## src/dts_consts.svh

```systemverilog
// Purpose: offsets, field positions, reset values and codes of the terminal signal block
// Assumes: 32-bit AXI4-Lite register words, frequencies in units of 0.01 Hz
// Notes: definitions only
`ifndef DTS_CONSTS_SVH
`define DTS_CONSTS_SVH
// register byte offsets
`define DTS_OFS_CTRL 8'h00
`define DTS_OFS_LOW_THR 8'h04
`define DTS_OFS_REACH_SET 8'h08
`define DTS_OFS_REACH_BAND 8'h0C
`define DTS_OFS_UPPER 8'h10
`define DTS_OFS_ALWAYS 8'h14
`define DTS_OFS_PIN1_SEL 8'h18
`define DTS_OFS_PIN2_SEL 8'h1C
`define DTS_OFS_TSEL_LO 8'h20
`define DTS_OFS_TSEL_HI 8'h24
`define DTS_OFS_STATUS 8'h28
`define DTS_OFS_IRQ_STAT 8'h2C
`define DTS_OFS_IRQ_EN 8'h30
`define DTS_OFS_IRQ_CLR 8'h34
// control register fields
`define DTS_CTRL_MODE_LSB 0
`define DTS_CTRL_CONFLICT 4
`define DTS_CTRL_OVERRIDE 8
`define DTS_CTRL_STOPPAT 12
// reset values
`define DTS_RST_LOW_THR 16'h0000
`define DTS_RST_REACH_SET 16'h0000
`define DTS_RST_REACH_BAND 16'h00FA
`define DTS_RST_UPPER 16'h1770
`define DTS_RST_ALWAYS 8'h00
`define DTS_RST_PIN1_SEL 8'h04
`define DTS_RST_PIN2_SEL 8'h06
`define DTS_RST_TSEL_LO 32'h08060402
`define DTS_RST_TSEL_HI 32'h100E0C0A
// output selection codes (even normal, odd inverted)
`define DTS_OUT_LOW_SPEED 8'h04
`define DTS_OUT_ACCDEC 8'h06
`define DTS_OUT_REACH 8'h08
`define DTS_OUT_MAX 8'h77
// input function codes (even positive logic, odd negative logic)
`define DTS_FN_FWD 8'h02
`define DTS_FN_REV 8'h04
`define DTS_FN_STANDBY 8'h06
`define DTS_FN_CLEAR 8'h08
`define DTS_FN_PRESET4 8'h10
`define DTS_FN_JOG 8'h12
`define DTS_FN_INJ 8'h16
`define DTS_FN_TERM 8'h30
`define DTS_FN_FJOG_F 8'h32
`define DTS_FN_FJOG_R 8'h34
`define DTS_FN_MAX 8'h87
`endif

```

## src/dts_pkg.sv

```systemverilog
// Purpose: types of the terminal signal block
// Assumes: dts_consts.svh holds all numbers
// Notes: state record is registered whole by the top module
package dts_pkg;
    typedef enum logic [1:0] {
        DTS_SB_STANDARD,
        DTS_SB_ALWAYS,
        DTS_SB_INTERLOCK,
        DTS_SB_SPARE
    } dts_standby_t;
    typedef struct packed {
        logic [7:0] sync1;
        logic [7:0] sync2;
        logic [15:0] ctrl;
        logic [15:0] low_thr;
        logic [15:0] reach_set;
        logic [15:0] reach_band;
        logic [15:0] upper;
        logic [7:0] always_sel;
        logic [7:0] pin1_sel;
        logic [7:0] pin2_sel;
        logic [63:0] tsel;
        logic [3:0] flags;
        logic [3:0] irq_stat;
        logic [3:0] irq_en;
        logic aw_held;
        logic [7:0] aw_addr;
        logic w_held;
        logic [31:0] w_data;
        logic [3:0] w_strb;
        logic bvalid;
        logic [1:0] bresp;
        logic rvalid;
        logic [31:0] rdata;
        logic [1:0] rresp;
        logic pin1;
        logic pin2;
        logic [9:0] cmd;
    } dts_state_t;
endpackage

```

## src/dts_terminal_signal.sv

```systemverilog
// Purpose: speed flags, collector outputs and input terminal decode
// Assumes: out_freq, ramp_active on sys_clk; term_pins raw contacts, 1 = closed
// Notes: settings over AXI4-Lite; state is one packed record
`timescale 1ns/1ps
`default_nettype none
`include "dts_consts.svh"

// Operation
// - low-speed flag when frequency above threshold
// - low-speed on collector 1, codes 4/5
// - reach flag inside setpoint plus/minus band
// - reach flag selectable on collector 2
// - standard standby needs hold input closed
// - always-on standby ignores hold input
// - always-on standby stops by deceleration
// - interlocked standby runs while direction closed
// - both directions: reverse or decel stop
// - panel wins until terminal switchover
// - priority lets terminal overrides beat panel
// - brake/forced jog override ignored when stop pattern 1
// - one function selectable as always active
// - each terminal picks code, aux four 16
// - ramp completion flag, inverted code 7
module dts_terminal_signal (
    input wire logic sys_clk,
    input wire logic rst,
    input wire logic clk_en,
    // terminal contacts: 0 fwd,1 rev,2 hold gate,3 clear fault,4..7 aux 1..4
    input wire logic [7:0] term_pins,
    input wire logic [15:0] out_freq,
    input wire logic ramp_active,
    input wire logic panel_run,
    input wire logic panel_reverse,
    output logic collector_pin_1,
    output logic collector_pin_2,
    output logic run_cmd,
    output logic reverse_cmd,
    output logic gate_enable,
    output logic decel_stop,
    output logic jog_cmd,
    output logic inj_brake_cmd,
    output logic forced_jog_fwd,
    output logic forced_jog_rev,
    output logic terminal_mode,
    output logic preset_bit4,
    output logic clear_fault,
    output logic irq,
    input wire logic [7:0] s_axi_awaddr,
    input wire logic s_axi_awvalid,
    output logic s_axi_awready,
    input wire logic [31:0] s_axi_wdata,
    input wire logic [3:0] s_axi_wstrb,
    input wire logic s_axi_wvalid,
    output logic s_axi_wready,
    output logic [1:0] s_axi_bresp,
    output logic s_axi_bvalid,
    input wire logic s_axi_bready,
    input wire logic [7:0] s_axi_araddr,
    input wire logic s_axi_arvalid,
    output logic s_axi_arready,
    output logic [31:0] s_axi_rdata,
    output logic [1:0] s_axi_rresp,
    output logic s_axi_rvalid,
    input wire logic s_axi_rready
);
    // ************************************************************
    // state record
    // ************************************************************
    dts_pkg::dts_state_t s_q; // all registered state
    dts_pkg::dts_state_t s_d; // next value

    // ************************************************************
    // helpers
    // ************************************************************
    // fn is on: positive-logic terminal closed,
    // negative-logic terminal open, or fn always active
    function automatic logic fn_on(input logic [7:0] fn, input logic [7:0] pins,
                                   input logic [63:0] tsel, input logic [7:0] alw);
        logic hit;
        hit = 1'b0;
        for (int i = 0; i < 8; i++) begin
            if (tsel[i*8 +: 8] == fn && pins[i]) begin
                hit = 1'b1;
            end
            if (tsel[i*8 +: 8] == (fn | 8'h01) && !pins[i]) begin
                hit = 1'b1;
            end
        end
        // code polarity ignored for the always active choice
        if ((alw & 8'hFE) == fn) begin
            hit = 1'b1;
        end
        return hit;
    endfunction

    // drive level of a collector for a selection code; odd codes 5, 7 and 9 invert
    function automatic logic pin_drive(input logic [7:0] code, input logic [3:0] fl);
        logic v;
        v = 1'b0;
        case (code & 8'hFE)
            `DTS_OUT_LOW_SPEED: begin
                v = fl[0];
            end
            `DTS_OUT_REACH: begin
                v = fl[1];
            end
            `DTS_OUT_ACCDEC: begin
                v = fl[2];
            end
            default: begin
                v = 1'b0;
            end
        endcase
        // inverted form is active while the flag is false
        if (code[0] && code >= `DTS_OUT_LOW_SPEED && code <= (`DTS_OUT_REACH | 8'h01)) begin
            v = !v;
        end
        return v;
    endfunction

    // byte strobe merge of a write into an old word
    function automatic logic [31:0] merge(input logic [31:0] old, input logic [31:0] wd,
                                          input logic [3:0] st);
        logic [31:0] r;
        r = old;
        for (int b = 0; b < 4; b++) begin
            if (st[b]) begin
                r[b*8 +: 8] = wd[b*8 +: 8];
            end
        end
        return r;
    endfunction

    // frequency settings never exceed the upper limit
    function automatic logic [15:0] clamp(input logic [15:0] v, input logic [15:0] ul);
        return (v > ul) ? ul : v;
    endfunction

    // ************************************************************
    // combinational next state
    // ************************************************************
    // decoded terminal functions
    logic fwd_t, rev_t, hold_t, term_t, jog_t, inj_t, fjf_t, fjr_t;
    // working signals
    logic [16:0] reach_lo, reach_hi;
    logic [3:0] fl_new, ev;
    logic [31:0] wword, rword;
    logic [15:0] wv16;
    logic conflict, prio, pat1, stand_ok, t_run, t_rev, coast;
    logic do_write, wr_err, rd_err;
    logic [3:0] irq_clr;
    dts_pkg::dts_standby_t sb_mode;

    always_comb begin
        s_d = s_q;
        // synchroniser: second stage only is read by the logic below
        s_d.sync1 = term_pins;
        s_d.sync2 = s_q.sync1;
        sb_mode = dts_pkg::dts_standby_t'(s_q.ctrl[`DTS_CTRL_MODE_LSB +: 2]);
        fwd_t = fn_on(`DTS_FN_FWD, s_q.sync2, s_q.tsel, s_q.always_sel);
        rev_t = fn_on(`DTS_FN_REV, s_q.sync2, s_q.tsel, s_q.always_sel);
        hold_t = fn_on(`DTS_FN_STANDBY, s_q.sync2, s_q.tsel, s_q.always_sel);
        term_t = fn_on(`DTS_FN_TERM, s_q.sync2, s_q.tsel, s_q.always_sel);
        jog_t = fn_on(`DTS_FN_JOG, s_q.sync2, s_q.tsel, s_q.always_sel);
        inj_t = fn_on(`DTS_FN_INJ, s_q.sync2, s_q.tsel, s_q.always_sel);
        fjf_t = fn_on(`DTS_FN_FJOG_F, s_q.sync2, s_q.tsel, s_q.always_sel);
        fjr_t = fn_on(`DTS_FN_FJOG_R, s_q.sync2, s_q.tsel, s_q.always_sel);
        prio = s_q.ctrl[`DTS_CTRL_OVERRIDE];
        pat1 = s_q.ctrl[`DTS_CTRL_STOPPAT];

        // ---- frequency flags, recomputed every enabled cycle ----
        reach_lo = {1'b0, s_q.reach_set} - {1'b0, s_q.reach_band};
        reach_hi = {1'b0, s_q.reach_set} + {1'b0, s_q.reach_band};
        // a band wider than the setpoint saturates the low edge at zero
        if (s_q.reach_band > s_q.reach_set) begin
            reach_lo = 17'h00000;
        end
        fl_new[0] = out_freq > s_q.low_thr;
        fl_new[1] = ({1'b0, out_freq} >= reach_lo) && ({1'b0, out_freq} <= reach_hi);
        fl_new[2] = !ramp_active;

        // ---- direction and standby ----
        conflict = fwd_t && rev_t;
        fl_new[3] = conflict;
        t_run = fwd_t || rev_t;
        t_rev = rev_t;
        if (conflict && s_q.ctrl[`DTS_CTRL_CONFLICT]) begin
            t_run = 1'b0;
        end else if (conflict) begin
            t_rev = 1'b1;
        end
        case (sb_mode)
            dts_pkg::DTS_SB_STANDARD: begin
                stand_ok = hold_t;
                coast = !hold_t;
            end
            dts_pkg::DTS_SB_ALWAYS: begin
                stand_ok = 1'b1;
                coast = 1'b0;
            end
            dts_pkg::DTS_SB_INTERLOCK: begin
                stand_ok = fwd_t || rev_t;
                coast = !(fwd_t || rev_t);
            end
            default: begin
                stand_ok = hold_t;
                coast = !hold_t;
            end
        endcase

        // ---- command source: panel until a terminal switches over ----
        if (term_t) begin
            s_d.cmd[0] = t_run && stand_ok;
            s_d.cmd[1] = t_rev;
        end else begin
            s_d.cmd[0] = panel_run && stand_ok;
            s_d.cmd[1] = panel_reverse;
        end
        s_d.cmd[2] = stand_ok && !coast; // gate on
        // a stop that does not coast ramps down
        s_d.cmd[3] = !s_d.cmd[0] && !coast;
        s_d.cmd[4] = jog_t && (term_t || prio);
        s_d.cmd[5] = inj_t && (term_t || (prio && !pat1));
        s_d.cmd[6] = fjf_t && (term_t || (prio && !pat1));
        s_d.cmd[7] = fjr_t && (term_t || (prio && !pat1));
        s_d.cmd[8] = term_t;
        s_d.cmd[9] = fn_on(`DTS_FN_PRESET4, s_q.sync2, s_q.tsel, s_q.always_sel);

        // ---- collectors and events ----
        s_d.flags = fl_new;
        s_d.pin1 = pin_drive(s_q.pin1_sel, fl_new);
        s_d.pin2 = pin_drive(s_q.pin2_sel, fl_new);
        ev = fl_new & ~s_q.flags; // rising edges only

        // ---- AXI write channel ----
        if (s_axi_awvalid && !s_q.aw_held && !s_q.bvalid) begin
            s_d.aw_held = 1'b1;
            s_d.aw_addr = s_axi_awaddr;
        end
        if (s_axi_wvalid && !s_q.w_held && !s_q.bvalid) begin
            s_d.w_held = 1'b1;
            s_d.w_data = s_axi_wdata;
            s_d.w_strb = s_axi_wstrb;
        end
        do_write = s_q.aw_held && s_q.w_held && !s_q.bvalid;
        wword = 32'h00000000;
        wv16 = 16'h0000;
        wr_err = 1'b0;
        irq_clr = 4'h0;
        if (do_write) begin
            s_d.aw_held = 1'b0;
            s_d.w_held = 1'b0;
            s_d.bvalid = 1'b1;
            case ({s_q.aw_addr[7:2], 2'b00})
                `DTS_OFS_CTRL: begin
                    wword = merge({16'h0000, s_q.ctrl}, s_q.w_data, s_q.w_strb);
                    s_d.ctrl = wword[15:0] & 16'h1113;
                end
                `DTS_OFS_LOW_THR: begin
                    wword = merge({16'h0000, s_q.low_thr}, s_q.w_data, s_q.w_strb);
                    s_d.low_thr = clamp(wword[15:0], s_q.upper);
                end
                `DTS_OFS_REACH_SET: begin
                    wword = merge({16'h0000, s_q.reach_set}, s_q.w_data, s_q.w_strb);
                    s_d.reach_set = clamp(wword[15:0], s_q.upper);
                end
                `DTS_OFS_REACH_BAND: begin
                    wword = merge({16'h0000, s_q.reach_band}, s_q.w_data, s_q.w_strb);
                    s_d.reach_band = clamp(wword[15:0], s_q.upper);
                end
                `DTS_OFS_UPPER: begin
                    wword = merge({16'h0000, s_q.upper}, s_q.w_data, s_q.w_strb);
                    wv16 = wword[15:0];
                    s_d.upper = wv16;
                    // a lower limit pulls the settings down
                    s_d.low_thr = clamp(s_q.low_thr, wv16);
                    s_d.reach_set = clamp(s_q.reach_set, wv16);
                    s_d.reach_band = clamp(s_q.reach_band, wv16);
                end
                `DTS_OFS_ALWAYS: begin
                    wword = merge({24'h000000, s_q.always_sel}, s_q.w_data, s_q.w_strb);
                    if (wword[7:0] <= `DTS_FN_MAX) begin
                        s_d.always_sel = wword[7:0];
                    end
                end
                `DTS_OFS_PIN1_SEL: begin
                    wword = merge({24'h000000, s_q.pin1_sel}, s_q.w_data, s_q.w_strb);
                    if (wword[7:0] <= `DTS_OUT_MAX) begin
                        s_d.pin1_sel = wword[7:0];
                    end
                end
                `DTS_OFS_PIN2_SEL: begin
                    wword = merge({24'h000000, s_q.pin2_sel}, s_q.w_data, s_q.w_strb);
                    if (wword[7:0] <= `DTS_OUT_MAX) begin
                        s_d.pin2_sel = wword[7:0];
                    end
                end
                `DTS_OFS_TSEL_LO: begin
                    wword = merge(s_q.tsel[31:0], s_q.w_data, s_q.w_strb);
                    for (int k = 0; k < 4; k++) begin
                        if (wword[k*8 +: 8] <= `DTS_FN_MAX) begin
                            s_d.tsel[k*8 +: 8] = wword[k*8 +: 8];
                        end
                    end
                end
                `DTS_OFS_TSEL_HI: begin
                    wword = merge(s_q.tsel[63:32], s_q.w_data, s_q.w_strb);
                    for (int k = 0; k < 4; k++) begin
                        if (wword[k*8 +: 8] <= `DTS_FN_MAX) begin
                            s_d.tsel[32 + k*8 +: 8] = wword[k*8 +: 8];
                        end
                    end
                end
                `DTS_OFS_IRQ_EN: begin
                    s_d.irq_en = s_q.w_strb[0] ? s_q.w_data[3:0] : s_q.irq_en;
                end
                `DTS_OFS_IRQ_CLR: begin
                    irq_clr = s_q.w_strb[0] ? s_q.w_data[3:0] : 4'h0;
                end
                `DTS_OFS_STATUS, `DTS_OFS_IRQ_STAT: begin
                    wr_err = 1'b0; // read only, write ignored
                end
                default: begin
                    wr_err = 1'b1; // unmapped
                end
            endcase
            s_d.bresp = wr_err ? 2'b10 : 2'b00;
        end
        if (s_q.bvalid && s_axi_bready) begin
            s_d.bvalid = 1'b0;
        end
        // sticky events: a new event beats a clear in the same cycle
        s_d.irq_stat = (s_q.irq_stat & ~irq_clr) | ev;

        // ---- AXI read channel ----
        rword = 32'h00000000;
        rd_err = 1'b0;
        case ({s_axi_araddr[7:2], 2'b00})
            `DTS_OFS_CTRL: rword = {16'h0000, s_q.ctrl};
            `DTS_OFS_LOW_THR: rword = {16'h0000, s_q.low_thr};
            `DTS_OFS_REACH_SET: rword = {16'h0000, s_q.reach_set};
            `DTS_OFS_REACH_BAND: rword = {16'h0000, s_q.reach_band};
            `DTS_OFS_UPPER: rword = {16'h0000, s_q.upper};
            `DTS_OFS_ALWAYS: rword = {24'h000000, s_q.always_sel};
            `DTS_OFS_PIN1_SEL: rword = {24'h000000, s_q.pin1_sel};
            `DTS_OFS_PIN2_SEL: rword = {24'h000000, s_q.pin2_sel};
            `DTS_OFS_TSEL_LO: rword = s_q.tsel[31:0];
            `DTS_OFS_TSEL_HI: rword = s_q.tsel[63:32];
            `DTS_OFS_STATUS: rword = {12'h000, s_q.cmd, s_q.pin2, s_q.pin1, 4'h0, s_q.flags};
            `DTS_OFS_IRQ_STAT: rword = {28'h0000000, s_q.irq_stat};
            `DTS_OFS_IRQ_EN: rword = {28'h0000000, s_q.irq_en};
            `DTS_OFS_IRQ_CLR: rword = 32'h00000000; // write only
            default: rd_err = 1'b1;
        endcase
        if (s_axi_arvalid && !s_q.rvalid) begin
            s_d.rvalid = 1'b1;
            s_d.rdata = rword;
            s_d.rresp = rd_err ? 2'b10 : 2'b00;
        end else if (s_q.rvalid && s_axi_rready) begin
            s_d.rvalid = 1'b0;
        end
    end

    // ************************************************************
    // state register
    // ************************************************************
    // reset loads constants only; clock enable low freezes everything
    always_ff @(posedge sys_clk or posedge rst) begin
        if (rst) begin
            s_q <= '0;
            s_q.reach_band <= `DTS_RST_REACH_BAND;
            s_q.low_thr <= `DTS_RST_LOW_THR;
            s_q.reach_set <= `DTS_RST_REACH_SET;
            s_q.upper <= `DTS_RST_UPPER;
            s_q.always_sel <= `DTS_RST_ALWAYS;
            s_q.pin1_sel <= `DTS_RST_PIN1_SEL;
            s_q.pin2_sel <= `DTS_RST_PIN2_SEL;
            s_q.tsel <= {`DTS_RST_TSEL_HI, `DTS_RST_TSEL_LO};
            s_q.flags <= 4'h4;
        end else if (clk_en) begin
            s_q <= s_d;
        end
    end

    // ************************************************************
    // outputs
    // ************************************************************
    assign collector_pin_1 = s_q.pin1;
    assign collector_pin_2 = s_q.pin2;
    assign run_cmd = s_q.cmd[0];
    assign reverse_cmd = s_q.cmd[1];
    assign gate_enable = s_q.cmd[2];
    assign decel_stop = s_q.cmd[3];
    assign jog_cmd = s_q.cmd[4];
    assign inj_brake_cmd = s_q.cmd[5];
    assign forced_jog_fwd = s_q.cmd[6];
    assign forced_jog_rev = s_q.cmd[7];
    assign terminal_mode = s_q.cmd[8];
    assign preset_bit4 = s_q.cmd[9];
    assign clear_fault = fn_on(`DTS_FN_CLEAR, s_q.sync2, s_q.tsel, s_q.always_sel);
    // level interrupt while any enabled sticky bit is set
    assign irq = |(s_q.irq_stat & s_q.irq_en);
    // a channel is ready only while its holding slot is empty
    assign s_axi_awready = !s_q.aw_held && !s_q.bvalid;
    assign s_axi_wready = !s_q.w_held && !s_q.bvalid;
    assign s_axi_bvalid = s_q.bvalid;
    assign s_axi_bresp = s_q.bresp;
    assign s_axi_arready = !s_q.rvalid;
    assign s_axi_rvalid = s_q.rvalid;
    assign s_axi_rdata = s_q.rdata;
    assign s_axi_rresp = s_q.rresp;
endmodule
`default_nettype wire

```

## config.mk

```make
export PLATFORM = sky130hd
export DESIGN_NAME = dts_terminal_signal
export DESIGN_NICKNAME = d
export VERILOG_FILES = /design/src/dts_pkg.sv /design/src/dts_terminal_signal.sv
export VERILOG_INCLUDE_DIRS = /design/src
export SDC_FILE = /design/constraint.sdc
export NUM_CORES = 1
export LEC_CHECK = 0
export ABC_CLOCK_PERIOD_IN_PS = 10100
export BUFFER_PORTS_ARGS = -buffer_cell sky130_fd_sc_hd__buf_4
export CAP_MARGIN = 10
export CORE_ASPECT_RATIO = 1.4
export CORE_UTILIZATION = 40
export DETAILED_ROUTE_END_ITERATION = 6
export PLACE_DENSITY = 0.56
export SYNTH_ARGS = -nofsm -noshare
export SYNTH_HDL_FRONTEND = slang
export SYNTH_SLANG_ARGS = --single-unit
```

## constraint.sdc

```tcl
create_clock -name sys_clk -period 10.1 [get_ports sys_clk]
set_input_delay 0.505 -clock sys_clk [delete_from_list [all_inputs] [get_ports sys_clk]]
set_output_delay 0.505 -clock sys_clk [all_outputs]
set_load 0.01 [all_outputs]
```

=== After elaboration in Yosys (flattened, before gate mapping) ===
Cells that the tools add are included.
Widths: inputs -> output; s select.

* Register bits: 281
* Input port bits: 87
* Output and inout bits: 55
* Word-level logic and storage cells: 786

* $add $sub $neg: 2
* Order comparisons: 25
* Eq/ne operators: 207
* Muxes and demuxes: 263
* Bitwise logic cells: 6
* Reduce and logical (&&, ||, !) cells: 248

{| class="wikitable"
|+ Operators by type and width
! operator !! number
|-
| $mux 8 || 57
|-
| $pmux 32 s13 || 1
|-
| $eq 8x5->1 const B || 48
|-
| $eq 8x6->1 const B || 48
|-
| $eq 8x3->1 const B || 32
|-
| $logic_and 1x1->1 || 187
|-
| $mux 1 || 182
|-
| $eq 8x2->1 const B || 16
|-
| $eq 8x4->1 const B || 16
|-
| $gt 16x16->1 || 8
|-
| $mux 16 || 6
|-
| $pmux 16 s2 || 3
|-
| $eq 6x4->1 const B || 12
|-
| $le 8x8->1 const B || 9
|-
| $reduce_and 4->1 || 17
|-
| $eq 6x3->1 const B || 8
|-
| $eq 7x2->1 const B || 6
|-
| $mux 37 || 1
|-
| $reduce_or 14->1 || 2
|-
| $eq 6x2->1 const B || 4
|-
| $eq 7x3->1 const B || 3
|-
| $eq 7x4->1 const B || 3
|-
| $eq 7x5->1 const B || 3
|-
| $logic_not 1->1 || 20
|-
| other kinds (28) || 59
|}

=== Longest topological paths before layout ===
Gate-level depths: netlist (run 1).

* Depth in word-level cells: 26
* Mapped depth: 22
* Depth with buffers taken out: 21

=== Worst setup path before layout (run 1) ===
OpenSTA, ideal clock, no wires.

* Path type: register to register
* Start: register s_q[219] (netlist name)
* End: register s_q (netlist bit collector_pin_1)
* Library setup time: 0.083 ns
* Data arrival time: 4.036 ns
* Required time: 10.017 ns
* Path slack: 5.982 ns
* Stages on the path, launching flop included: 22
* Path buffers: 1
* Period minus slack after synthesis: 4.118 ns
* Cell sequence: dfstp_2 -> inv_1 -> ha_1 -> clkbuf_1 -> o21ai_0 -> a211oi_1 -> a211oi_1 -> nor2_1 -> o21bai_1 -> a21oi_1 -> a21oi_1 -> xnor2_1 -> ha_1 -> a21oi_1 -> nor2b_1 -> a2111oi_0 -> o31ai_1 -> o211a_1 -> o41ai_1 -> nand3_1 -> xor2_1 -> o21ai_0

* Longest elaborated chain between the ends: 7
* Elaborated cells between the ends (all ways): 10
* Classes of those cells: add/sub (2); order compare (3); mux (3); reduce/logical (2)

{| class="wikitable"
|+ RTL lines
! item !! RTL line !! text
|-
| start: declaration || dts_terminal_signal.sv:69 || <nowiki>dts_pkg::dts_state_t s_q;</nowiki>
|-
| $sub 16x16->17 or $gt 16x16->1 (tied branches) || dts_terminal_signal.sv:172, dts_terminal_signal.sv:175 ||
|-
| $mux 17 || dts_terminal_signal.sv:175 || <nowiki>if (s_q.reach_band > s_q.reach_set) begin</nowiki>
|-
| $ge 16x17->1 || dts_terminal_signal.sv:179 || <nowiki>fl_new[1] = ({1'b0, out_freq} >= reach_lo) && ({1'b0, out_freq} <= reach_hi);</nowiki>
|-
| $logic_and 1x1->1 (*) || dts_terminal_signal.sv:179 ||
|-
| $pmux 1 s3 (*) || dts_terminal_signal.sv:100 || <nowiki>case (code & 8'hFE)</nowiki>
|-
| $logic_not 1->1 || dts_terminal_signal.sv:116 || <nowiki>v = !v;</nowiki>
|-
| $mux 1 (*) || dts_terminal_signal.sv:115 || <nowiki>if (code[0] && code >= `DTS_OUT_LOW_SPEED && code <= (`DTS_OUT_REACH | 8'h01)) begin</nowiki>
|}

Every way passes the cells marked *; elsewhere a longest branch is shown, timed or not.
A chain may end at the register's enable or synchronous reset.

=== Final worst setup path (run 1) ===
* Start: register s_q[221] (netlist name)
* End: register s_q (netlist bit collector_pin_1)

The elaborated chain is that of the path after synthesis.

==> results of run 1 <==
## how the worst min path moves through the flow
| stage | from | to | slack [ps] | depth (start not counted) |
|---|---|---|---|---|
| 4_1_cts | ramp_active | s_q[106] | 70 | 2 |
| 5_1_grt | ramp_active | s_q[106] | 90 | 2 |
| 3_3_place_gp | s_axi_bresp[1] | s_axi_bresp[1] | 470 | 1 |
| 3_5_place_dp | s_axi_bresp[1] | s_axi_bresp[1] | 480 | 1 |
| 6_report | ramp_active | s_q[106] | 90 | 2 |
| 2_1_floorplan | s_axi_bresp[1] | s_axi_bresp[1] | 450 | 1 |
## cell families after synthesis
| logic type | count (synthesis) | synth area share |
|---|---|---|
| other cells | 1 | 0.0001896 |
| compound gates | 545 | 0.1764 |
| xor+xnor | 38 | 0.01682 |
| simple gates | 637 | 0.1615 |
| fa+ha+maj | 180 | 0.1146 |
| buf+inv | 259 | 0.05737 |
| flops | 277 | 0.3523 |
| mux | 209 | 0.1208 |
## layer usage
metal,up-vias,part of all wire,global-route usage
met5,-,0.00020,0
met3,145,0.043,0.02256
met4,2,0.052,0.1340
met1,8363,0.38,0.3083
li1,7922,-,-
met2,530,0.53,0.5061
## area by class of cell
class                           count  share of cell area
Tap cell                          637             0.03613
Sequential cell                   277              0.3159
Clock buffer                       42             0.03783
Clock inverter                     12            0.006807
Timing Repair Buffer              155             0.05286
Multi-Input combinational cell   1611              0.5319
Inverter                          107             0.01855
## placed cells by master, fill, tap and decap left out, drive strengths merged, types with 75 or more instances in the layout
master,n
inv,109
nand3,75
mux2,167
buf,154
dfrtp,247
a21oi,96
ha,178
nor2,114
o21ai,180
nand2,214
## power groups by stage
stage | registers [µW] | clock network [µW] | logic [µW]
after floorplan | 1570 | 0 | 2700
after global placement | 1810 | 0 | 3580
after detailed placement | 1830 | 0 | 3650
after CTS | 1810 | 1160 | 3660
after global routing | 1850 | 1200 | 4070
final | 1820 | 1130 | 3680
## per-stage QoR
| stage | total power [µW] | std cells | worst slack (ps) |
|---|---|---|---|
| floorplan | 4266 | 2147 | 2008 |
| global placement | 5397 | 2786 | 4275 |
| detailed placement | 5476 | 2786 | 4258 |
| CTS | 6630 | 2841 | 4244 |
| global route | 7121 | 2841 | 3759 |
| finish | 6628 | 2841 | 4254 |
## repair_timing
action | 4_1_cts | 5_1_grt
gates resized for setup | 0 | 0
hold buffers | 1 | 0
endpoints found under the hold margin | 51 | 0
endpoints found under the setup margin | 0 | 0
==> qor.tcl, run 1 <==
set qor(first_pass_iteration_count_of_the_detailed_router) 6
set qor(setup.worst_path.start_class) {register}
set qor(globalRouteOverflowTotal) 0
set qor(timing.setup.tns_ps) 0
set qor(routed_wl_um) 68800
set qor(grt_antenna_before_repair) 1
set qor(synth.yosys.seq_area_share) 0.3523
set qor(seq_power_share) 0.274
set qor(slowest_delay_ps) 940
set qor(fillerInstances) 4754
set qor(end_kind) {register}
set qor(synth.avg_cell_area_um2) 9.218
set qor(post_cts_setup_inserts) 0
set qor(final_hold_violation_count) 0
set qor(cellInternalPower_uw) 3490
set qor(initial_core_utilization) 0.4047
set qor(synth_largest_type_area_fraction) 0.3124
set qor(critical_path.top_delay_family) {compound AO/OA/AOI/OAI gates}
set qor(synth-async-reset-ratio) 1.000
set qor(power_frac_clock) 0.171
set qor(antennaDiodeCount) 0
set qor(cts_buffers) 29
set qor(max-slew-margin-rel) 0.1890
set qor(synth_enable_flop_cells) 0
set qor(cp.arrival_ps) 6310
set qor(cts_tree) {done}
set qor(postSynthRegisterBits) 277
set qor(worstPathCellList) {inv_1, ha_1, and3_1, and3_1, nand3_1, nor3b_1, o21bai_1, a21oi_1, o21bai_1, o211ai_1, ha_1, a2111oi_0, o211ai_1, o31a_1, nand3_1, xor2_1, o21ai_0}
set qor(holdWs_ps) 94.04
set qor(track_usage) 0.2722
set qor(die_area_um2) 50360
set qor(cts_num_sinks) 277
set qor(synthMostInstantiatedCell) {sky130_fd_sc_hd__dfrtp_1}
set qor(number_of_cells_on_the_critical_path) 17
set qor(fin_crit_ps) 5846
set qor(drtAntennaViolNets) 0
set qor(synthDominantAreaCellType) {sky130_fd_sc_hd__dfrtp_1}
set qor(depth_of_the_cts_h_tree) 1
set qor(yosysWarningCount) 0
set qor(wire_per_inst_um) 24.22
set qor(r2r-end) {collector_pin_1}
set qor(die_height_um) 265.1
set qor(stdcell_area_um2) 22060
set qor(detailedRoute.firstIterationViolations) 1100
set qor(cts_max_path_buffers) 3
set qor(maxSlewViolCount) 0
set qor(min-delay-path-class) {in -> reg}
set qor(max_cap_violations) 0
set qor(design.portCount) 142
set qor(timing_worst_slew_pin_value_ps) 1214
set qor(global_route_wire_length_before_repair_um) 104200
set qor(cellLeakagePower_uw) 0.009643
set qor(power.share.combinational) 0.555
set qor(io_buffers) 135
set qor(path_clk_slew_ps) 70
set qor(worst_r2r_path_depth) 17
set qor(worst_skew_pair.late_latency_ps) 580
set qor(worst_r2r_startpoint) {s_q[221]}
set qor(synthToLayoutAreaGrowth_pct) 11.50
set qor(finalNetCount) 2448
set qor(swShare) 0.4734
set qor(cell_area_power_density_nw_per_um2) 300.5
set qor(multi_input_comb_area_um2) 11730
set qor(layout_cells_sized_above_1) 0.1919
set qor(critPathRequiredTime_ps) 10560
set qor(r2r_slack_ps) 4250
set qor(vdd.ir_drop.worst_mv) 0.2551
set qor(synth-main-ff-cell) {sky130_fd_sc_hd__dfrtp_1}
set qor(routabilityCongestion) 0.9505
set qor(synthCells) 2146
set qor(clock_skew_ps) 16.60
set qor(final-setup-viol-count) 0
set qor(crit_fanout) 15
set qor(unrepaired_setup_endpoints_after_global_routing) {false}
set qor(timing.setup.critical_path_class) {reg -> reg}
set qor(clk_root_buffer_cell) {sky130_fd_sc_hd__clkbuf_16}
set qor(route.vias.total) 16960
set qor(post-route-period-util) 0.5789
set qor(placement_rows) 96
set qor(post_synth_main_area_contributors) {sky130_fd_sc_hd__dfrtp_1 31%, sky130_fd_sc_hd__ha_1 11%, sky130_fd_sc_hd__mux2_2 9.1%}
set qor(route.detailed.vias_per_inst) 5.970
set qor(synth_top_cells_by_count) {247 x sky130_fd_sc_hd__dfrtp_1, 213 x sky130_fd_sc_hd__nand2_1, 178 x sky130_fd_sc_hd__ha_1, 178 x sky130_fd_sc_hd__o21ai_0, 160 x sky130_fd_sc_hd__mux2_2}
set qor(biggest_register) {s_q}
set qor(crit_start) {s_q[221]}
set qor(synth_area_um2) 19780
set qor(chipWidth_um) 190.0
set qor(drc) 0
set qor(outcome) {finished clean}
set qor(power_switching_uw) 3138
set qor(clock.fmax_mhz) 171.0
set qor(finalCoreUtilization) 0.4512
set qor(synth.distinct_cells) 84
set qor(cpMaxStageDelayCell) {sky130_fd_sc_hd__o21bai_1}
set qor(largest_reg_flops) 219
set qor(grt_pass1_vias) 17230
set qor(hpwlAfterDp_um) 53970
set qor(core_area_um2) 48890
set qor(post_dp_area_um2) 21060
set qor(largest_net_degree_at_the_start_of_global_routing) 80
set qor(critical_path_buf_inv_count) 1
set qor(sequential_cell_area_um2) 6969
set qor(timing_endpoint_of_the_critical_path) {collector_pin_1}
Power figures use the tool's default switching activity.
==> inputs of run 2 (changes only) <==
--- a/config.mk
+++ b/config.mk
@@ -6,13 +6,14 @@
 export SDC_FILE = /design/constraint.sdc
 export NUM_CORES = 1
 export LEC_CHECK = 0
-export ABC_CLOCK_PERIOD_IN_PS = 10100
+export ABC_AREA = 1
+export ABC_CLOCK_PERIOD_IN_PS = 5350
 export BUFFER_PORTS_ARGS = -buffer_cell sky130_fd_sc_hd__buf_4
 export CAP_MARGIN = 10
 export CORE_ASPECT_RATIO = 1.4
 export CORE_UTILIZATION = 40
 export DETAILED_ROUTE_END_ITERATION = 6
-export PLACE_DENSITY = 0.56
+export PLACE_DENSITY = 0.58
 export SYNTH_ARGS = -nofsm -noshare
 export SYNTH_HDL_FRONTEND = slang
 export SYNTH_SLANG_ARGS = --single-unit
==> constraint.sdc (replaced) <==
create_clock -name sys_clk -period 5.35 [get_ports sys_clk]
set_input_delay 0.2675 -clock sys_clk [delete_from_list [all_inputs] [get_ports sys_clk]]
set_output_delay 0.2675 -clock sys_clk [all_outputs]
set_load 0.01 [all_outputs]
==> run 2 against run 1 <==
- non-clock buffer count increased by 65
- global-route usage up 5.0 points
- sequential share of layout area decreased by 2.1 points
- synthesized cell count rose by 31%
- die area up 4.2%
- setup slack worse by 3000 ps
- clock power rose by 110%
- maximum frequency is 42% higher
- critical path type unchanged
- critical endpoint is now collector_pin_2
- largest cell class unchanged
- highest routed layer is now met4
==> qor.tcl, run 2 <==
set qor(route.detailed.vias_per_inst) 5.746 ;# -3.8%
set qor(end_kind) {register}
set qor(max-slew-margin-rel) 0.3470 ;# +0.1580
set qor(timing.setup.critical_path_class) {reg -> reg}
set qor(maxSlewViolCount) 0 ;# unchanged
set qor(synthMostInstantiatedCell) {sky130_fd_sc_hd__nand2_1}
set qor(r2r_slack_ps) 1230 ;# -3020 ps
set qor(cts_max_path_buffers) 3 ;# unchanged
set qor(setup.worst_path.start_class) {register}
set qor(yosysWarningCount) 0 ;# unchanged
set qor(routed_wl_um) 85540 ;# +24%
set qor(r2r-end) {collector_pin_2}
set qor(synth.yosys.seq_area_share) 0.3380 ;# -0.01428
set qor(hold_start) {s_axi_wdata[4]}
set qor(final_hold_violation_count) 0 ;# unchanged
set qor(post-route-period-util) 0.7699 ;# +0.1911
set qor(synth_enable_flop_cells) 0 ;# unchanged
set qor(initial_core_utilization) 0.4042 ;# -0.0004491
set qor(biggest_register) {s_q}
set qor(ctsHoldBuffers) 53 ;# +52
set qor(antennaDiodeCount) 0 ;# unchanged
set qor(synthDominantAreaCellType) {sky130_fd_sc_hd__dfrtp_1}
set qor(synth_top_cells_by_count) {615 x sky130_fd_sc_hd__nand2_1, 353 x sky130_fd_sc_hd__inv_1, 248 x sky130_fd_sc_hd__a21oi_1, 247 x sky130_fd_sc_hd__dfrtp_1, 241 x sky130_fd_sc_hd__o21ai_0}
set qor(met1_grt_util) 0.3179 ;# +0.009650
set qor(largest_net_degree_at_the_start_of_global_routing) 137 ;# +71%
set qor(global_route_wire_length_before_repair_um) 126100 ;# +21%
set qor(layout_common_cells) {615 x sky130_fd_sc_hd__nand2_1, 352 x sky130_fd_sc_hd__inv_1, 248 x sky130_fd_sc_hd__a21oi_1}
set qor(synth.distinct_cells) 71 ;# -15%
set qor(holdWs_ps) 38.85 ;# -55.19 ps
set qor(worst_r2r_startpoint) {s_q[216]}
set qor(final-setup-viol-count) 0 ;# unchanged
set qor(unrepaired_setup_endpoints_after_global_routing) {false}
set qor(outcome) {finished clean}
set qor(fin_crit_ps) 4119 ;# -1727 ps
set qor(cpMaxStageDelayCell) {sky130_fd_sc_hd__dfstp_2}
set qor(detailedRoute.firstIterationViolations) 1416 ;# +29%
set qor(synth.avg_cell_area_um2) 7.361 ;# -20%
set qor(gr-usage-met3) 0.03914 ;# +0.01658
set qor(layout_cells_sized_above_1) 0.1220 ;# -0.06992
set qor(cts_num_sinks) 277 ;# unchanged
set qor(grt_antenna_before_repair) 0 ;# -1
set qor(chipWidth_um) 193.9 ;# +2.1%
set qor(track_usage) 0.3222 ;# +0.05001
set qor(globalRouteOverflowTotal) 0 ;# unchanged
set qor(grt_use_met2) 0.5907 ;# +0.08461
set qor(drc) 0 ;# unchanged
set qor(timing_worst_slew_pin_value_ps) 977.2 ;# -236.8 ps
set qor(postSynthRegisterBits) 277 ;# unchanged
set qor(min_delay_path_depth) 3 ;# +1
set qor(cts_buffers) 34 ;# +17%
set qor(vdd.ir_drop.worst_mv) 0.3566 ;# +40%
set qor(critical_path.top_delay_family) {simple AND/OR/NAND/NOR gates}
set qor(post_synth_main_area_contributors) {sky130_fd_sc_hd__dfrtp_1 30%, sky130_fd_sc_hd__nand2_1 11%, sky130_fd_sc_hd__ha_1 11%}
set qor(routabilityCongestion) 1.007 ;# +5.9%
set qor(post_dp_area_um2) 22050 ;# +4.7%
set qor(grt_pass1_vias) 20560 ;# +19%
set qor(slowest_delay_ps) 600 ;# -340 ps
set qor(critPathRequiredTime_ps) 5800 ;# -4760 ps
set qor(design.portCount) 142 ;# unchanged
set qor(placement_rows) 98 ;# +2.1%
set qor(hold_path_end) {s_q[58]}
set qor(largest_reg_flops) 219 ;# unchanged
set qor(min-delay-path-class) {in -> reg}
set qor(synthCells) 2801 ;# +31%
set qor(stdcell_area_um2) 23670 ;# +7.3%
set qor(post_cts_resized) 0 ;# unchanged
set qor(io_buffers) 135 ;# unchanged
set qor(cellLeakagePower_uw) 0.01164 ;# +21%
set qor(timing.setup.tns_ps) 0 ;# unchanged
set qor(cts_tree) {done}
set qor(die_height_um) 270.6 ;# +2.1%
set qor(worst_r2r_path_depth) 25 ;# +8
set qor(clk_root_buffer_cell) {sky130_fd_sc_hd__clkbuf_16}
set qor(cell_area_power_density_nw_per_um2) 614.0 ;# +100%
set qor(finalCoreUtilization) 0.4640 ;# +0.01280
set qor(most_common_cell_after_layout_fill_and_taps_aside) {sky130_fd_sc_hd__nand2_1}
set qor(finalNetCount) 3202 ;# +31%
set qor(worst_skew_pair.late_latency_ps) 560 ;# -20 ps
set qor(wire_per_inst_um) 23.70 ;# -2.1%
set qor(clock.fmax_mhz) 242.8 ;# +42%
set qor(synthToLayoutAreaGrowth_pct) 14.79
set qor(synth-main-ff-cell) {sky130_fd_sc_hd__dfrtp_1}
set qor(path_clk_slew_ps) 60 ;# about the same
set qor(synth-async-reset-ratio) 1.000 ;# unchanged
set qor(drtAntennaViolNets) 0 ;# unchanged
set qor(grt_max_usage_layer) {met2}
set qor(crit_fanout) 7 ;# -8
set qor(route.vias.total) 20740 ;# +22%
set qor(hpwlAfterDp_um) 66960 ;# +24%
set qor(depth_of_the_cts_h_tree) 2 ;# +1
set qor(synth_largest_type_area_fraction) 0.2998 ;# -0.01267
set qor(clock_skew_ps) 19.38 ;# +2.780 ps
set qor(die_area_um2) 52470 ;# +4.2%
set qor(max_cap_violations) 0 ;# unchanged
set qor(post_cts_setup_inserts) 0 ;# unchanged
set qor(critical_path_buf_inv_count) 4 ;# +3
set qor(first_pass_iteration_count_of_the_detailed_router) 5 ;# -1
set qor(core_area_um2) 51010 ;# +4.3%
set qor(cp.arrival_ps) 4570 ;# -1740 ps
set qor(synth_area_um2) 20620 ;# +4.2%
set qor(crit_start) {s_q[216]}
## run 2: cell types whose count changed after synthesis, moves of 27 or more
cell                       delta
sky130_fd_sc_hd__nand2_1    +402
sky130_fd_sc_hd__inv_1      +246
sky130_fd_sc_hd__a21oi_1    +152
sky130_fd_sc_hd__mux2_2     -132
sky130_fd_sc_hd__nor2_1      +79
sky130_fd_sc_hd__o21ai_0     +63
sky130_fd_sc_hd__clkbuf_1    -61
sky130_fd_sc_hd__o22ai_1     +58
sky130_fd_sc_hd__mux2i_1     -37
sky130_fd_sc_hd__nor2b_1     -28
sky130_fd_sc_hd__nand2b_1    -27
## run 2: worst max path at each step
stage                     cells past startpoint              end  slack [ps]
after floorplan                               1  collector_pin_1        1440
after global placement                       25  collector_pin_2        1280
after detailed placement                     25  collector_pin_2        1250
after CTS                                    25  collector_pin_2        1240
after global routing                         29  collector_pin_2         870
final                                        25  collector_pin_2        1230
## run 2: area by class of cell
| class | count | area [µm²] |
|---|---|---|
| fillers | 5192 | 27340 |
| multi-input cells | 2025 | 11570 |
| flip-flops and latches | 277 | 6969 |
| repair buffers | 220 | 1809 |
| inverters | 377 | 1420 |
| clock buffers | 51 | 1006 |
| well taps | 650 | 813.3 |
| clock inverters | 9 | 85.08 |
## run 2: stage by stage
stage / cells / power, µW / setup WS [ps]
final: 3609 / 14530 / 1231
after global routing: 3609 / 15770 / 868.2
after CTS: 3609 / 14540 / 1237
after detailed placement: 3496 / 12130 / 1255
after global placement: 3496 / 11960 / 1279
after floorplan: 2802 / 9378 / 1442
## run 2: worst register-to-register path, cell delays in order, from the launching register on
cell and delay, ps:
sky130_fd_sc_hd__dfstp_2 600, sky130_fd_sc_hd__inv_1 100, sky130_fd_sc_hd__ha_1 420, sky130_fd_sc_hd__inv_1 210, sky130_fd_sc_hd__nand3_1 130, sky130_fd_sc_hd__o21ai_2 190, sky130_fd_sc_hd__nand2_1 80, sky130_fd_sc_hd__a21oi_1 160
sky130_fd_sc_hd__nor2_1 80, sky130_fd_sc_hd__o21ai_1 270, sky130_fd_sc_hd__a21oi_1 130, sky130_fd_sc_hd__xor2_1 190, sky130_fd_sc_hd__ha_1 290, sky130_fd_sc_hd__nand2_1 40, sky130_fd_sc_hd__inv_1 70, sky130_fd_sc_hd__nand4_1 100
sky130_fd_sc_hd__nor3b_1 260, sky130_fd_sc_hd__nor2_1 90, sky130_fd_sc_hd__o21ai_1 80, sky130_fd_sc_hd__inv_1 60, sky130_fd_sc_hd__nand2_2 100, sky130_fd_sc_hd__nand3_2 90, sky130_fd_sc_hd__nand2_1 70, sky130_fd_sc_hd__nand3_1 60
sky130_fd_sc_hd__nand3_1 90, sky130_fd_sc_hd__nand2_1 50
## run 2: power breakdown
part | internal, µW | leakage, µW | switching (µW)
sequential | 2650 | 0.00338 | 692
combinational | 3050 | 0.00774 | 5790
clock | 1350 | 0.000528 | 992
total | 7050 | 0.0116 | 7480
## run 2: layer usage
metal / up-vias / routed length, µm
met5: - / 0
met4: 0 / 8874
met3: 297 / 3858
met2: 819 / 43530
met1: 9894 / 29280
li1: 9726 / -
## run 2: kinds of logic (layout without fill, tap and decap cells)
group                      after synthesis  after routing  share of synthesized area
and+or+nand+nor                       1072           1072                     0.2243
AOI/OAI and AO/OA                      725            725                     0.2024
buffers and inverters                  500            657                     0.1022
DFF                                    277            277                     0.3380
adders and majority gates              180            180                     0.1100
muxes                                   28             28                    0.01529
xor gates and xnor gates                18             18                   0.007646
other                                    1              2                  0.0001819
==> inputs of run 3 (changes only) <==
--- a/config.mk
+++ b/config.mk
@@ -7,7 +7,7 @@
 export NUM_CORES = 1
 export LEC_CHECK = 0
 export ABC_AREA = 1
-export ABC_CLOCK_PERIOD_IN_PS = 5350
+export ABC_CLOCK_PERIOD_IN_PS = 3700
 export BUFFER_PORTS_ARGS = -buffer_cell sky130_fd_sc_hd__buf_4
 export CAP_MARGIN = 10
 export CORE_ASPECT_RATIO = 1.4
==> constraint.sdc (replaced) <==
create_clock -name sys_clk -period 3.7 [get_ports sys_clk]
set_input_delay 0.185 -clock sys_clk [delete_from_list [all_inputs] [get_ports sys_clk]]
set_output_delay 0.185 -clock sys_clk [all_outputs]
set_load 0.01 [all_outputs]
==> run 3 against run 2 <==
- register-to-register slack worse by 1100 ps
- cell count increased by 3.5%
- sequential cell count stayed put
- die area unchanged
- power increased by 63%
- via count increased by 3.5%
- count of clock-buffer cells in the layout is 5 lower
- clock power up 56%
- critical endpoint unchanged
==> qor.tcl, run 3 (synthesized netlist as in run 2, its figures left out) <==
set qor(outcome) {finished clean}
set qor(cp.arrival_ps) 3980 ;# -590 ps
set qor(post_dp_area_um2) 22850 ;# +3.6%
set qor(crit_fanout) 4 ;# -3
set qor(path_clk_slew_ps) 60 ;# about the same
set qor(grt_antenna_before_repair) 0 ;# unchanged
set qor(min-delay-path-class) {in -> reg}
set qor(route.vias.total) 21470 ;# +3.5%
set qor(synthToLayoutAreaGrowth_pct) 21.51
set qor(layout_cells_sized_above_1) 0.1681 ;# +0.04612
set qor(cts_max_path_buffers) 3 ;# unchanged
set qor(r2r-end) {collector_pin_2}
set qor(fin_crit_ps) 3531 ;# -588.4 ps
set qor(route.detailed.vias_per_inst) 5.744 ;# about the same
set qor(max_cap_violations) 0 ;# unchanged
set qor(final-setup-viol-count) 0 ;# unchanged
set qor(worst_skew_pair.late_latency_ps) 570 ;# about the same
set qor(finalCoreUtilization) 0.4911 ;# +0.02713
set qor(wire_per_inst_um) 23.57 ;# -0.55%
set qor(routed_wl_um) 88090 ;# +3.0%
set qor(die_height_um) 270.6 ;# unchanged
set qor(die_area_um2) 52470 ;# unchanged
set qor(antennaDiodeCount) 0 ;# unchanged
set qor(grt_pass1_vias) 21360 ;# +3.9%
set qor(worst_r2r_startpoint) {s_q[216]}
set qor(first_pass_iteration_count_of_the_detailed_router) 6 ;# +1
set qor(fillerInstances) 5122 ;# -1.3%
set qor(hold_start) {s_axi_araddr[4]}
set qor(drc) 0 ;# unchanged
set qor(pre_cts_ws_ps) 30.84 ;# -1224 ps
set qor(globalRouteOverflowTotal) 0 ;# unchanged
set qor(unrepaired_setup_endpoints_after_global_routing) {true}
set qor(timing.setup.critical_path_class) {reg -> reg}
set qor(biggest_register) {s_q}
set qor(min_delay_path_depth) 4 ;# +1
set qor(initial_core_utilization) 0.4042 ;# unchanged
set qor(placement_rows) 98 ;# unchanged
set qor(hpwlAfterDp_um) 69490 ;# +3.8%
set qor(depth_of_the_cts_h_tree) 2 ;# unchanged
set qor(io_buffers) 135 ;# unchanged
set qor(design.portCount) 142 ;# unchanged
set qor(vdd.ir_drop.worst_mv) 0.6899 ;# +93%
set qor(worst_r2r_path_depth) 27 ;# +8.0%
set qor(core_area_um2) 51010 ;# unchanged
set qor(maxSlewViolCount) 0 ;# unchanged
set qor(stdcell_area_um2) 25050 ;# +5.8%
set qor(post-route-worst-setup-slack_ps) 169.3 ;# -1062 ps
set qor(drtAntennaViolNets) 0 ;# unchanged
set qor(global_route_wire_length_before_repair_um) 129200 ;# +2.4%
set qor(critPathRequiredTime_ps) 4140 ;# -1660 ps
set qor(finalNetCount) 3330 ;# +4.0%
set qor(wl_met1_um) 29890 ;# +2.1%
set qor(cts_num_sinks) 277 ;# unchanged
set qor(wl_met2_um) 44390 ;# +2.0%
set qor(cellLeakagePower_uw) 0.01233 ;# +6.0%
set qor(final_hold_violation_count) 0 ;# unchanged
set qor(end_kind) {register}
set qor(top_layer) {met4}
set qor(r2r_slack_ps) 170 ;# -1060 ps
set qor(clk_root_buffer_cell) {sky130_fd_sc_hd__clkbuf_16}
set qor(cts_buffers) 34 ;# unchanged
set qor(timing_worst_slew_pin_value_ps) 1039 ;# +61.40 ps
set qor(detailedRoute.firstIterationViolations) 1513 ;# +6.9%
set qor(post-route-period-util) 0.9542 ;# +0.1843
set qor(chipWidth_um) 193.9 ;# unchanged
set qor(cts_tree) {done}
set qor(largest_reg_flops) 219 ;# unchanged
set qor(max-slew-margin-rel) 0.3076 ;# -0.03939
set qor(hold_path_end) {s_axi_rresp[1]}
set qor(most_common_cell_after_layout_fill_and_taps_aside) {sky130_fd_sc_hd__nand2_1}
set qor(layout_common_cells) {613 x sky130_fd_sc_hd__nand2_1, 346 x sky130_fd_sc_hd__inv_1, 273 x sky130_fd_sc_hd__buf_4}
set qor(cell_area_power_density_nw_per_um2) 947.1 ;# +54%
set qor(largest_net_degree_at_the_start_of_global_routing) 113 ;# -18%
set qor(clock.fmax_mhz) 283.2 ;# +17%
set qor(clock_skew_ps) 29.86 ;# +10.49 ps
set qor(setup.worst_path.start_class) {register}
set qor(track_usage) 0.3301 ;# +0.007942
set qor(routabilityCongestion) 1.030 ;# +2.3%
set qor(met3_length_um) 4142 ;# +7.4%
run 3: report_power, final:
| group | total, µW | switching (µW) | internal, µW |
|---|---|---|---|
| logic | 15400 | 9280 | 6080 |
| clock network | 3650 | 1460 | 2190 |
| registers | 4730 | 893 | 3840 |
| total | 23700 | 11600 | 12100 |
run 3: worst max path at each step:
stage / startpoint / endpoint / slack, ps / cells past startpoint
after floorplan: rst / collector_pin_1 / -130 / 1
after global placement: s_q[216] / collector_pin_2 / 60 / 25
after detailed placement: s_q[216] / collector_pin_1 / 30 / 25
after CTS: s_q[216] / collector_pin_1 / 8 / 25
after global routing: s_q[216] / collector_pin_2 / -80 / 27
final: s_q[216] / collector_pin_2 / 170 / 27
run 3: cell type report:
| type | count | area [µm²] | area share |
|---|---|---|---|
| multi-input combinational | 2026 | 11800 | 0.4709 |
| sequential | 277 | 6970 | 0.2782 |
| clock inverter | 14 | 221.5 | 0.008840 |
| inverter | 377 | 1430 | 0.05708 |
| tap | 650 | 813.3 | 0.03246 |
| timing repair buffer | 347 | 2853 | 0.1139 |
| clock buffer | 46 | 967.2 | 0.03861 |
run 3: repair_timing:
action,in CTS,in global routing
hold buffers,66,0
resized for setup,0,61
endpoints found under the setup margin,0,22
endpoints found under the hold margin,68,0
setup buffers,0,13
run 3: stage by stage:
step | hold slack, ps | setup TNS (ps) | instances | power (µW)
6_report | 42.94 | 0 | 3737 | 23730
4_1_cts | 19.81 | 0 | 3723 | 22590
5_1_grt | 54.79 | -143.6 | 3737 | 25550
3_5_place_dp | 198.6 | 0 | 3597 | 18800
2_1_floorplan | 297.4 | -31090 | 2802 | 13560
3_3_place_gp | 201.5 | 0 | 3597 | 18560
run 3: critical path: stages, from the launching register on:
cell and delay, ps:
sky130_fd_sc_hd__dfstp_2 530, sky130_fd_sc_hd__inv_2 50, sky130_fd_sc_hd__ha_4 290, sky130_fd_sc_hd__buf_4 120
sky130_fd_sc_hd__o21ai_2 50, sky130_fd_sc_hd__a21oi_1 160, sky130_fd_sc_hd__o21ai_2 90, sky130_fd_sc_hd__nand2_1 80
sky130_fd_sc_hd__a21oi_2 50, sky130_fd_sc_hd__nor2_1 180, sky130_fd_sc_hd__o21ai_2 120, sky130_fd_sc_hd__buf_4 150
sky130_fd_sc_hd__xor2_2 150, sky130_fd_sc_hd__ha_1 300, sky130_fd_sc_hd__inv_1 80, sky130_fd_sc_hd__nor3_1 50
sky130_fd_sc_hd__nor3_1 170, sky130_fd_sc_hd__nand2_1 90, sky130_fd_sc_hd__nand2_1 60, sky130_fd_sc_hd__nand2_1 50
sky130_fd_sc_hd__nand2_1 60, sky130_fd_sc_hd__nand2_1 60, sky130_fd_sc_hd__nand2_2 100, sky130_fd_sc_hd__nand3_2 80
sky130_fd_sc_hd__nand2_1 60, sky130_fd_sc_hd__nand3_1 70, sky130_fd_sc_hd__nand3_1 110, sky130_fd_sc_hd__nand2_1 50
run 3: metal layers:
| metal | vias to the layer above | track usage |
|---|---|---|
| li1 | 10010 | - |
| met2 | 829 | 0.5932 |
| met4 | 0 | 0.3181 |
| met5 | - | 0 |
| met3 | 330 | 0.03952 |
| met1 | 10300 | 0.3282 |
